$ cat config.mk
export PLATFORM = sky130hd
export DESIGN_NAME = tcpd_regs
export DESIGN_NICKNAME = d
export VERILOG_FILES = /design/src/hw/tcpd_pkg.sv /design/src/hw/tcpd_thresholds.sv /design/src/hw/tcpd_ackhdr.sv /design/src/hw/tcpd_regs.sv
export VERILOG_INCLUDE_DIRS = /design/src /design/src/hw
export SDC_FILE = /design/constraint.sdc
export NUM_CORES = 1
export LEC_CHECK = 0
export BUFFER_PORTS_ARGS = -buffer_cell sky130_fd_sc_hd__buf_2
export CAP_MARGIN = 10
export CORE_MARGIN = 1.5
export CORE_UTILIZATION = 55
export CTS_BUF_LIST = sky130_fd_sc_hd__clkbuf_8
export CTS_CLUSTER_DIAMETER = 80
export DETAILED_ROUTE_END_ITERATION = 16
export GPL_TIMING_DRIVEN = 0
export PLACE_DENSITY = 0.8
export SYNTH_ARGS = -nofsm -noshare
export SYNTH_HDL_FRONTEND = slang
export SYNTH_HIERARCHICAL = 1
export SYNTH_SLANG_ARGS = --single-unit
$ cat constraint.sdc
create_clock -name clock -period 3.97 [get_ports clock]
set_input_delay 0.794 -clock clock [delete_from_list [all_inputs] [get_ports clock]]
set_output_delay 0.794 -clock clock [all_outputs]
set_load 0.02 [all_outputs]
$ cat src/hw/tcpd_params.svh
// offsets, field positions, reset values and scales of the cc control bank
`ifndef TCPD_PARAMS_SVH
`define TCPD_PARAMS_SVH

`define TCPD_ADDR_ID        8'h01
`define TCPD_ADDR_SW0       8'h02
`define TCPD_ADDR_SW1       8'h03
`define TCPD_ADDR_MEAS      8'h04
`define TCPD_ADDR_RECEIVE_SLICER_THRESHOLD     8'h05
`define TCPD_ADDR_CTRL0     8'h06

`define TCPD_BIT_PU2        7
`define TCPD_BIT_PU1        6
`define TCPD_BIT_VC2        5
`define TCPD_BIT_VC1        4
`define TCPD_BIT_MON2       3
`define TCPD_BIT_MON1       2
`define TCPD_BIT_PD2        1
`define TCPD_BIT_PD1        0
`define TCPD_BIT_PROLE      7
`define TCPD_BIT_REV_HI     6
`define TCPD_BIT_REV_LO     5
`define TCPD_BIT_DROLE      4
`define TCPD_BIT_AUTOACK    2
`define TCPD_BIT_TX2        1
`define TCPD_BIT_TX1        0
`define TCPD_BIT_VBUS       6
`define TCPD_BIT_HYS_HI     7
`define TCPD_BIT_HYS_LO     6
`define TCPD_BIT_FLUSH      6

`define TCPD_RST_SW0        8'h03
`define TCPD_RST_SW1        8'h20
`define TCPD_RST_MEAS       8'h31
`define TCPD_RST_RECEIVE_SLICER_THRESHOLD      8'h60
`define TCPD_WMASK_SW1      8'hf7
`define TCPD_WMASK_MEAS     8'h7f
`define TCPD_REV_UNUSED     2'h3

`define TCPD_COMPARATOR_REFERENCE_CODE_LSB_MV    15'h02a
`define TCPD_VBUS_SCALE     15'h00a
`define TCPD_HYS_ADD_01     7'h05
`define TCPD_HYS_ADD_10     7'h0a
`define TCPD_HYS_ADD_11     7'h20

`endif

$ cat src/hw/tcpd_pkg.sv
// types shared by the cc control bank modules
package tcpd_pkg;

	typedef logic [1:0]  tcpd_spec_rev_t;
	typedef logic [1:0]  tcpd_hys_t;
	typedef logic [5:0]  tcpd_code_t;
	typedef logic [6:0]  tcpd_thr_t;
	typedef logic [14:0] tcpd_mv_t;

	typedef struct packed {
		logic [7:0]     sw0;
		logic [7:0]     sw1;
		logic [7:0]     meas;
		logic [7:0]     receive_slicer_threshold;
		logic [7:0]     rdata;
		logic           flush;
		logic           gcrc_req;
		logic           gcrc_prole;
		tcpd_spec_rev_t gcrc_rev;
		logic           gcrc_drole;
		logic           drv_first;
		logic           drv_second;
		tcpd_thr_t      hi_thr;
		tcpd_mv_t       ref_mv;
	} tcpd_state_t;

endpackage

$ cat src/hw/tcpd_thresholds.sv
// comparator reference and slicer threshold arithmetic
`timescale 1ns/1ps
`include "tcpd_params.svh"

module tcpd_thresholds (
	input  wire tcpd_pkg::tcpd_code_t comparator_reference_code_code,
	input  wire logic                 vbus_sel,
	input  wire tcpd_pkg::tcpd_code_t slicer_threshold_code_code,
	input  wire tcpd_pkg::tcpd_hys_t  hys_sel,
	output tcpd_pkg::tcpd_mv_t        ref_mv,
	output tcpd_pkg::tcpd_thr_t       high_thr
);
	import tcpd_pkg::*;

	tcpd_mv_t  step;
	tcpd_mv_t  base;
	tcpd_thr_t low;

	always_comb begin
		step = {9'h000, comparator_reference_code_code} + 15'h0001;
		base = 15'(step * `TCPD_COMPARATOR_REFERENCE_CODE_LSB_MV);
		ref_mv = vbus_sel ? 15'(base * `TCPD_VBUS_SCALE) : base;
		low = {1'b0, slicer_threshold_code_code};
		case (hys_sel)
			2'h0: high_thr = low;
			2'h1: high_thr = low + `TCPD_HYS_ADD_01;
			2'h2: high_thr = low + `TCPD_HYS_ADD_10;
			default: high_thr = low + `TCPD_HYS_ADD_11;
		endcase
	end

endmodule

$ cat src/hw/tcpd_ackhdr.sv
// role and revision bits of an automatic goodcrc header
`timescale 1ns/1ps

module tcpd_ackhdr (
	input  wire logic                     rx_sop,
	input  wire logic                     power_role,
	input  wire logic                     data_role,
	input  wire tcpd_pkg::tcpd_spec_rev_t spec_rev,
	output logic                          hdr_power_role,
	output logic                          hdr_data_role,
	output tcpd_pkg::tcpd_spec_rev_t      hdr_spec_rev
);
	import tcpd_pkg::*;

	// role bits only carry port roles for sop; otherwise they stay low
	always_comb begin
		hdr_power_role = rx_sop & power_role;
		hdr_data_role = rx_sop & data_role;
		hdr_spec_rev = spec_rev;
	end

endmodule

$ cat src/hw/tcpd_regs.sv
// cc termination, ack header and slicer control register bank
//
// Functional notes
// - pull-up enables per cc pin, reset off
// - vconn switch per cc pin, reset open
// - measurement routing per cc pin, reset off
// - sink pull-downs per cc pin, reset on
// - power role bit copied into goodcrc header for sop, reset sink
// - two-bit spec revision feeds goodcrc header, reset 01, 11 unused
// - data role bit copied into goodcrc header for sop, reset ufp
// - auto ack sends goodcrc after valid message when enabled, reset off
// - bmc driver reaches only enabled cc pins, reset off
// - lower slicer threshold equals slicer code
// - hysteresis adds 0, 5h, ah or 20h for upper threshold, reset 01
// - slicer code resets to 20h
// - writing one to flush empties transmit queue, self clears
// - read-only identification: version, product, revision fields
//
// The strobed register port was decided locally.
`timescale 1ns/1ps
`include "tcpd_params.svh"

module tcpd_regs #(
	// identification codes are arbitrary, not those of any real part
	parameter logic [3:0] chip_version_field  = 4'h5,
	parameter logic [1:0] chip_product_field  = 2'h2,
	parameter logic [1:0] chip_revision_field = 2'h3
) (
	input  wire logic                 clock,
	input  wire logic                 nrst,
	input  wire logic [7:0]           reg_addr,
	input  wire logic [7:0]           reg_wdata,
	input  wire logic                 reg_wr,
	input  wire logic                 reg_rd,
	output logic [7:0]                reg_rdata,
	input  wire logic                 rx_msg_valid,
	input  wire logic                 rx_msg_sop,
	input  wire logic                 bmc_tx_active,
	output logic                      pullup_second_cc,
	output logic                      pullup_first_cc,
	output logic                      supply_switch_second_cc,
	output logic                      supply_switch_first_cc,
	output logic                      monitor_second_cc,
	output logic                      monitor_first_cc,
	output logic                      pulldown_second_cc,
	output logic                      pulldown_first_cc,
	output logic                      transmit_on_second_cc,
	output logic                      transmit_on_first_cc,
	output logic                      bmc_drive_second_cc,
	output logic                      bmc_drive_first_cc,
	output logic                      comparator_input_supply_sel,
	output tcpd_pkg::tcpd_code_t      comparator_reference_code,
	output tcpd_pkg::tcpd_mv_t        comparator_reference_mv,
	output tcpd_pkg::tcpd_code_t      slicer_threshold_code,
	output tcpd_pkg::tcpd_hys_t       slicer_hysteresis_sel,
	output tcpd_pkg::tcpd_thr_t       slicer_low_threshold,
	output tcpd_pkg::tcpd_thr_t       slicer_high_threshold,
	output logic                      transmit_queue_flush,
	output logic                      gcrc_request,
	output logic                      ack_power_role,
	output tcpd_pkg::tcpd_spec_rev_t  ack_spec_revision,
	output logic                      ack_data_role
);
	import tcpd_pkg::*;

	// arbitrary identification values, not tied to any real part
	localparam logic [7:0] id_value = {chip_version_field,
		chip_product_field, chip_revision_field};

	////////////////////////////////////////////////////////////////////////
	// reset release

	logic rst_meta;
	logic rst_sync;

	always_ff @(posedge clock or negedge nrst) begin
		if (!nrst) begin
			rst_meta <= 1'b0;
			rst_sync <= 1'b0;
		end else begin
			rst_meta <= 1'b1;
			rst_sync <= rst_meta;
		end
	end

	////////////////////////////////////////////////////////////////////////
	// state and helpers

	tcpd_state_t state;
	tcpd_state_t next_state;
	tcpd_mv_t    calc_ref_mv;
	tcpd_thr_t   calc_hi_thr;
	logic        hdr_prole;
	logic        hdr_drole;
	tcpd_spec_rev_t hdr_rev;
	logic        wr_sw0;
	logic        wr_sw1;
	logic        wr_meas;
	logic        wr_receive_slicer_threshold;
	logic        wr_ctrl0;

	tcpd_thresholds u_thresholds (
		.comparator_reference_code_code (state.meas[5:0]),
		.vbus_sel  (state.meas[`TCPD_BIT_VBUS]),
		.slicer_threshold_code_code (state.receive_slicer_threshold[5:0]),
		.hys_sel   (state.receive_slicer_threshold[`TCPD_BIT_HYS_HI:`TCPD_BIT_HYS_LO]),
		.ref_mv    (calc_ref_mv),
		.high_thr  (calc_hi_thr)
	);

	tcpd_ackhdr u_ackhdr (
		.rx_sop         (rx_msg_sop),
		.power_role     (state.sw1[`TCPD_BIT_PROLE]),
		.data_role      (state.sw1[`TCPD_BIT_DROLE]),
		.spec_rev       (state.sw1[`TCPD_BIT_REV_HI:`TCPD_BIT_REV_LO]),
		.hdr_power_role (hdr_prole),
		.hdr_data_role  (hdr_drole),
		.hdr_spec_rev   (hdr_rev)
	);

	////////////////////////////////////////////////////////////////////////
	// next state

	always_comb begin
		next_state = state;
		wr_sw0 = reg_wr && (reg_addr == `TCPD_ADDR_SW0);
		wr_sw1 = reg_wr && (reg_addr == `TCPD_ADDR_SW1);
		wr_meas = reg_wr && (reg_addr == `TCPD_ADDR_MEAS);
		wr_receive_slicer_threshold = reg_wr && (reg_addr == `TCPD_ADDR_RECEIVE_SLICER_THRESHOLD);
		wr_ctrl0 = reg_wr && (reg_addr == `TCPD_ADDR_CTRL0);

		if (wr_sw0) begin
			next_state.sw0 = reg_wdata;
		end
		if (wr_sw1) begin
			next_state.sw1 = reg_wdata & `TCPD_WMASK_SW1;
			// the unused revision code leaves the field as it was
			if (reg_wdata[`TCPD_BIT_REV_HI:`TCPD_BIT_REV_LO] ==
				`TCPD_REV_UNUSED) begin
				next_state.sw1[`TCPD_BIT_REV_HI:`TCPD_BIT_REV_LO] =
					state.sw1[`TCPD_BIT_REV_HI:`TCPD_BIT_REV_LO];
			end
		end
		if (wr_meas) begin
			next_state.meas = reg_wdata & `TCPD_WMASK_MEAS;
		end
		if (wr_receive_slicer_threshold) begin
			next_state.receive_slicer_threshold = reg_wdata;
		end

		// flush is a one-cycle pulse per write of one; the stored bit stays set only across back-to-back writes
		next_state.flush = wr_ctrl0 && reg_wdata[`TCPD_BIT_FLUSH];

		next_state.gcrc_req = rx_msg_valid &&
			state.sw1[`TCPD_BIT_AUTOACK];
		if (rx_msg_valid && state.sw1[`TCPD_BIT_AUTOACK]) begin
			next_state.gcrc_prole = hdr_prole;
			next_state.gcrc_drole = hdr_drole;
			next_state.gcrc_rev = hdr_rev;
		end

		next_state.drv_first = bmc_tx_active &&
			state.sw1[`TCPD_BIT_TX1];
		next_state.drv_second = bmc_tx_active &&
			state.sw1[`TCPD_BIT_TX2];

		next_state.hi_thr = calc_hi_thr;
		next_state.ref_mv = calc_ref_mv;

		next_state.rdata = 8'h00;
		if (reg_rd) begin
			case (reg_addr)
				`TCPD_ADDR_ID: next_state.rdata = id_value;
				`TCPD_ADDR_SW0: next_state.rdata = state.sw0;
				`TCPD_ADDR_SW1: next_state.rdata = state.sw1;
				`TCPD_ADDR_MEAS: next_state.rdata = state.meas;
				`TCPD_ADDR_RECEIVE_SLICER_THRESHOLD: next_state.rdata = state.receive_slicer_threshold;
				default: next_state.rdata = 8'h00;
			endcase
		end
	end

	always_ff @(posedge clock or negedge rst_sync) begin
		if (!rst_sync) begin
			state <= '{
				sw0: `TCPD_RST_SW0,
				sw1: `TCPD_RST_SW1,
				meas: `TCPD_RST_MEAS,
				receive_slicer_threshold: `TCPD_RST_RECEIVE_SLICER_THRESHOLD,
				default: '0
			};
		end else begin
			state <= next_state;
		end
	end

	////////////////////////////////////////////////////////////////////////
	// outputs

	assign reg_rdata = state.rdata;
	assign pullup_second_cc = state.sw0[`TCPD_BIT_PU2];
	assign pullup_first_cc = state.sw0[`TCPD_BIT_PU1];
	assign supply_switch_second_cc = state.sw0[`TCPD_BIT_VC2];
	assign supply_switch_first_cc = state.sw0[`TCPD_BIT_VC1];
	assign monitor_second_cc = state.sw0[`TCPD_BIT_MON2];
	assign monitor_first_cc = state.sw0[`TCPD_BIT_MON1];
	assign pulldown_second_cc = state.sw0[`TCPD_BIT_PD2];
	assign pulldown_first_cc = state.sw0[`TCPD_BIT_PD1];
	assign transmit_on_second_cc = state.sw1[`TCPD_BIT_TX2];
	assign transmit_on_first_cc = state.sw1[`TCPD_BIT_TX1];
	assign bmc_drive_second_cc = state.drv_second;
	assign bmc_drive_first_cc = state.drv_first;
	assign comparator_input_supply_sel = state.meas[`TCPD_BIT_VBUS];
	assign comparator_reference_code = state.meas[5:0];
	assign comparator_reference_mv = state.ref_mv;
	assign slicer_threshold_code = state.receive_slicer_threshold[5:0];
	assign slicer_hysteresis_sel =
		state.receive_slicer_threshold[`TCPD_BIT_HYS_HI:`TCPD_BIT_HYS_LO];
	assign slicer_low_threshold = {1'b0, state.receive_slicer_threshold[5:0]};
	assign slicer_high_threshold = state.hi_thr;
	assign transmit_queue_flush = state.flush;
	assign gcrc_request = state.gcrc_req;
	assign ack_power_role = state.gcrc_prole;
	assign ack_spec_revision = state.gcrc_rev;
	assign ack_data_role = state.gcrc_drole;
endmodule

==> impl_metrics.py <==
metrics = {
    "outcome": {
        "outcome": "finished, violations left",
        "violations": "negative setup slack",
    },
    "pwr": {
        "intPower_uw": 1290,
        "pwr-share-comb": 0.313,
        "vdd.ir_drop.worst_mv": 0.235,
        "leakage_uw": 0.00302,
        "p_sw_frac": 0.323,
        "cellPowerDensity_nw_per_um2": 311,
        "p_sw_uw": 613,
        "seq_power_share": 0.421,
        "p_clk_frac": 0.265,
    },
    "final_layout": {
        "area.growth.synth_to_final_pct": 31.6,
        "post-route-util": 0.747,
        "fillCellCount": 559,
        "multi_input_area_um2": 2900,
        "antennaDiodeCount": 0,
        "layout.nets": 625,
        "instances_no_fill": 667,
        "area.sequential_um2": 1770,
        "drive_gt1_frac": 0.539,
    },
    "setup_path": {
        "startpoint_type": "flop",
        "worstSetupPathType": "reg -> reg",
        "cp.required_ns": 4.23,
        "reg2reg_from": "comparator_reference_code[0]",
        "end_kind": "flop",
        "cpMaxStageDelayCell": "dfstp_2",
        "worstPathArrival_ns": 4.84,
        "crit_top_cell": "ha_4",
        "crit_fanout": 9,
        "slowest_delay_ns": 0.58,
        "path_cells": "buf_6 -> nand3_1 -> xnor2_2 -> ha_4 -> ha_4 -> ha_4 -> ha_4 -> nor2b_2 -> o21ai_4 -> nand2_1 -> xor2_2 -> ha_1 -> ha_4 -> and3_4 -> and3_4 -> a31o_2 -> a211oi_2 -> mux2i_1",
        "startpoint": "comparator_reference_code[0]",
    },
    "place": {
        "routabilityCongestion": 0.814,
        "dp_hpwl_mm": 7.66,
        "place_inst": 636,
        "portBuffers": 90,
        "preCtsSetupSlack_ns": -0.766,
    },
    "job": {
        "cap_violations": 0,
    },
    "clock_network": {
        "clk_path_buf_depth": 2,
        "cts.sinks": 70,
        "tritoncts": "done",
        "cts_root_buf": "clkbuf_8",
        "clkTransAtPathRegs_ns": 0.07,
        "insertion_delay_ns": 0.34,
        "htreeDepth": 3,
        "numCtsBuffers": 9,
    },
    "synth": {
        "synth.distinct_cells": 58,
        "async_reset_ff_frac": 1.00,
        "synth-main-ff-cell": "dfrtp_1",
        "synth-seq-cells": 70,
        "syn_inst": 441,
        "synth_area_um2": 4640,
        "synth_edf_count": 0,
        "synth_nets": 509,
        "synth_seq_area_share": 0.380,
        "yosys_warnings": 6,
        "avgSynthCellArea_um2": 10.5,
    },
    "timing": {
        "finalClockSkew_ns": 0.0138,
        "fmax_mhz": 218,
        "slew_viol_final": 0,
        "slew_headroom": 0.434,
        "rsz0062_at_grt": "true",
        "layout_min_cycle_time_ns": 4.58,
        "fin_crit_sh": 1.15,
        "tightest_slew_ns": 0.848,
        "setup_viol": 6,
        "finalSetupTns_ns": -1.93,
        "hold_violations": 0,
        "worst_slack_ns": -0.611,
    },
    "die": {
        "die-height_um": 94.8,
        "io_pins": 93,
        "num_rows": 33,
        "start_util": 0.567,
        "core-area_um2": 8180,
        "dieArea_um2": 9000,
        "die_x_um": 94.8,
    },
    "grt": {
        "grt_pass1_vias": 3470,
        "grt_max_degree": 69,
        "antenna_found_initial": 0,
        "grt_overflow": 0,
        "track_usage": 0.246,
        "grt_pass1_wl_mm": 17.0,
    },
    "hold_path": {
        "hp-class": "in -> async",
    },
    "detailed_routing": {
        "routed_wl_mm": 10.8,
        "viasPerCell": 5.50,
        "vias": 3670,
        "drt_pre_antenna_iters": 4,
        "wl_per_cell_um": 16.2,
        "ant_nets": 0,
        "drt_first_iter_violations": 200,
        "drc": 0,
    },
}
==> final timing paths <==
| path | to | slack, ns | cells past startpoint |
|---|---|---|---|
| worst min-delay path | rst_sync | 0.23 | 1 |
| worst min register to register | rst_sync | 0.37 | 0 |
| worst max-delay path | comparator_reference_mv[14] | -0.61 | 18 |
| worst max register to register | comparator_reference_mv[14] | -0.61 | 18 |
| min in group clock | rst_sync | 0.37 | 0 |
| max in group asynchronous | comparator_reference_mv[3] | 2.97 | 0 |
==> cell families (layout without fill, tap and decap cells) <==
| group | Yosys count | count (layout) | synth area share |
|---|---|---|---|
| AND/OR/NAND/NOR | 95 | 95 | 0.114 |
| buffers and inverters | 89 | 210 | 0.121 |
| AO/OA/AOI/OAI | 83 | 83 | 0.131 |
| flip-flops | 70 | 70 | 0.380 |
| adder cells (fa/ha/maj) | 45 | 45 | 0.126 |
| multiplexers | 37 | 37 | 0.0890 |
| XOR/XNOR | 19 | 19 | 0.0359 |
| other | 3 | 3 | 0.00243 |
==> stage by stage <==
step	hold slack, ns	cell area [um2]	power [uW]
after floorplan	0.331	4960	1190
after global placement	0.339	5540	1300
after detailed placement	0.357	5550	1310
after CTS	0.225	5980	1860
after global routing	0.225	6100	2000
final	0.232	6100	1900
==> power by group through the flow <==
stage                     registers, uW  clock network (uW)  logic [uW]
after detailed placement            814                   0         501
after floorplan                     809                   0         380
after CTS                           801                 512         551
after global placement              812                   0         487
after global routing                808                 548         641
final                               800                 504         595
==> per-layer routing <==
metal,share of wire,track usage
met1,0.45,0.331
met2,0.48,0.401
met3,0.053,0.0411
met4,0.016,0.0808
met5,0,0
==> placed cells by master (no fill, tap or decap), types with 5 or more instances in the layout <==
cell type	count
a21oi_2	7
nor2b_1	9
clkbuf_1	10
nor2_1	14
o21ai_0	8
a221oi_1	6
xnor2_1	8
a22oi_1	6
ha_4	23
nand2b_1	8
buf_4	70
mux2_2	34
and2_1	5
nand2_1	21
ha_1	19
inv_1	17
dfstp_2	8
a21oi_1	9
buf_2	90
dfrtp_1	61
a211oi_2	8
clkbuf_8	10
a21o_1	6
==> repair_timing <==
item                       CTS  global route
setup endpoints to repair    7             7
cloned                       0             0
gates resized for setup     27            18
buffers inserted            11             4
pin swaps                   18            18
hold buffers                 0             0
==> flip-flops by register name (all words and copies together), names as in the netlist, 2 cells and up <==
register	count
comparator_reference_code	6
reg_rdata	8
state	5
slicer_hysteresis_sel	2
comparator_reference_mv	15
ack_spec_revision	2
slicer_high_threshold	7
slicer_low_threshold	6
==> synth_stat cells (7+ instances only) <==
library cell | count | area share
buf_4 | 56 | 0.091
nand2b_1 | 8 | 0.011
ha_1 | 42 | 0.11
mux2_2 | 34 | 0.083
xor2_1 | 7 | 0.013
nor2_1 | 16 | 0.013
xnor2_1 | 12 | 0.023
a21oi_1 | 16 | 0.017
clkbuf_1 | 10 | 0.0081
o21ai_0 | 13 | 0.014
inv_1 | 18 | 0.015
dfrtp_1 | 62 | 0.33
dfstp_2 | 8 | 0.045
nand2_1 | 22 | 0.018
nor2b_1 | 10 | 0.013
==> cell type report <==
cell class,count,area share
Timing Repair Buffer,105,0.0928
Tap cell,105,0.0215
Buffer,71,0.0824
Sequential cell,70,0.289
Multi-Input combinational cell,282,0.474
Clock inverter,6,0.00615
Clock buffer,10,0.0225
Inverter,18,0.0111
==> worst max-delay path, delay by kind of cell (launching register included) <==
| family | cells | cell delay, ns |
|---|---|---|
| adders and majority gates | 6 | 1.62 |
| and+or+nand+nor | 5 | 0.76 |
| buffers and inverters | 1 | 0.15 |
| xor gates and xnor gates | 2 | 0.56 |
| AOI/OAI and AO/OA | 3 | 0.59 |
| DFF | 1 | 0.58 |
| muxes | 1 | 0.21 |
No activity file was read; power rests on OpenSTA's default activity.
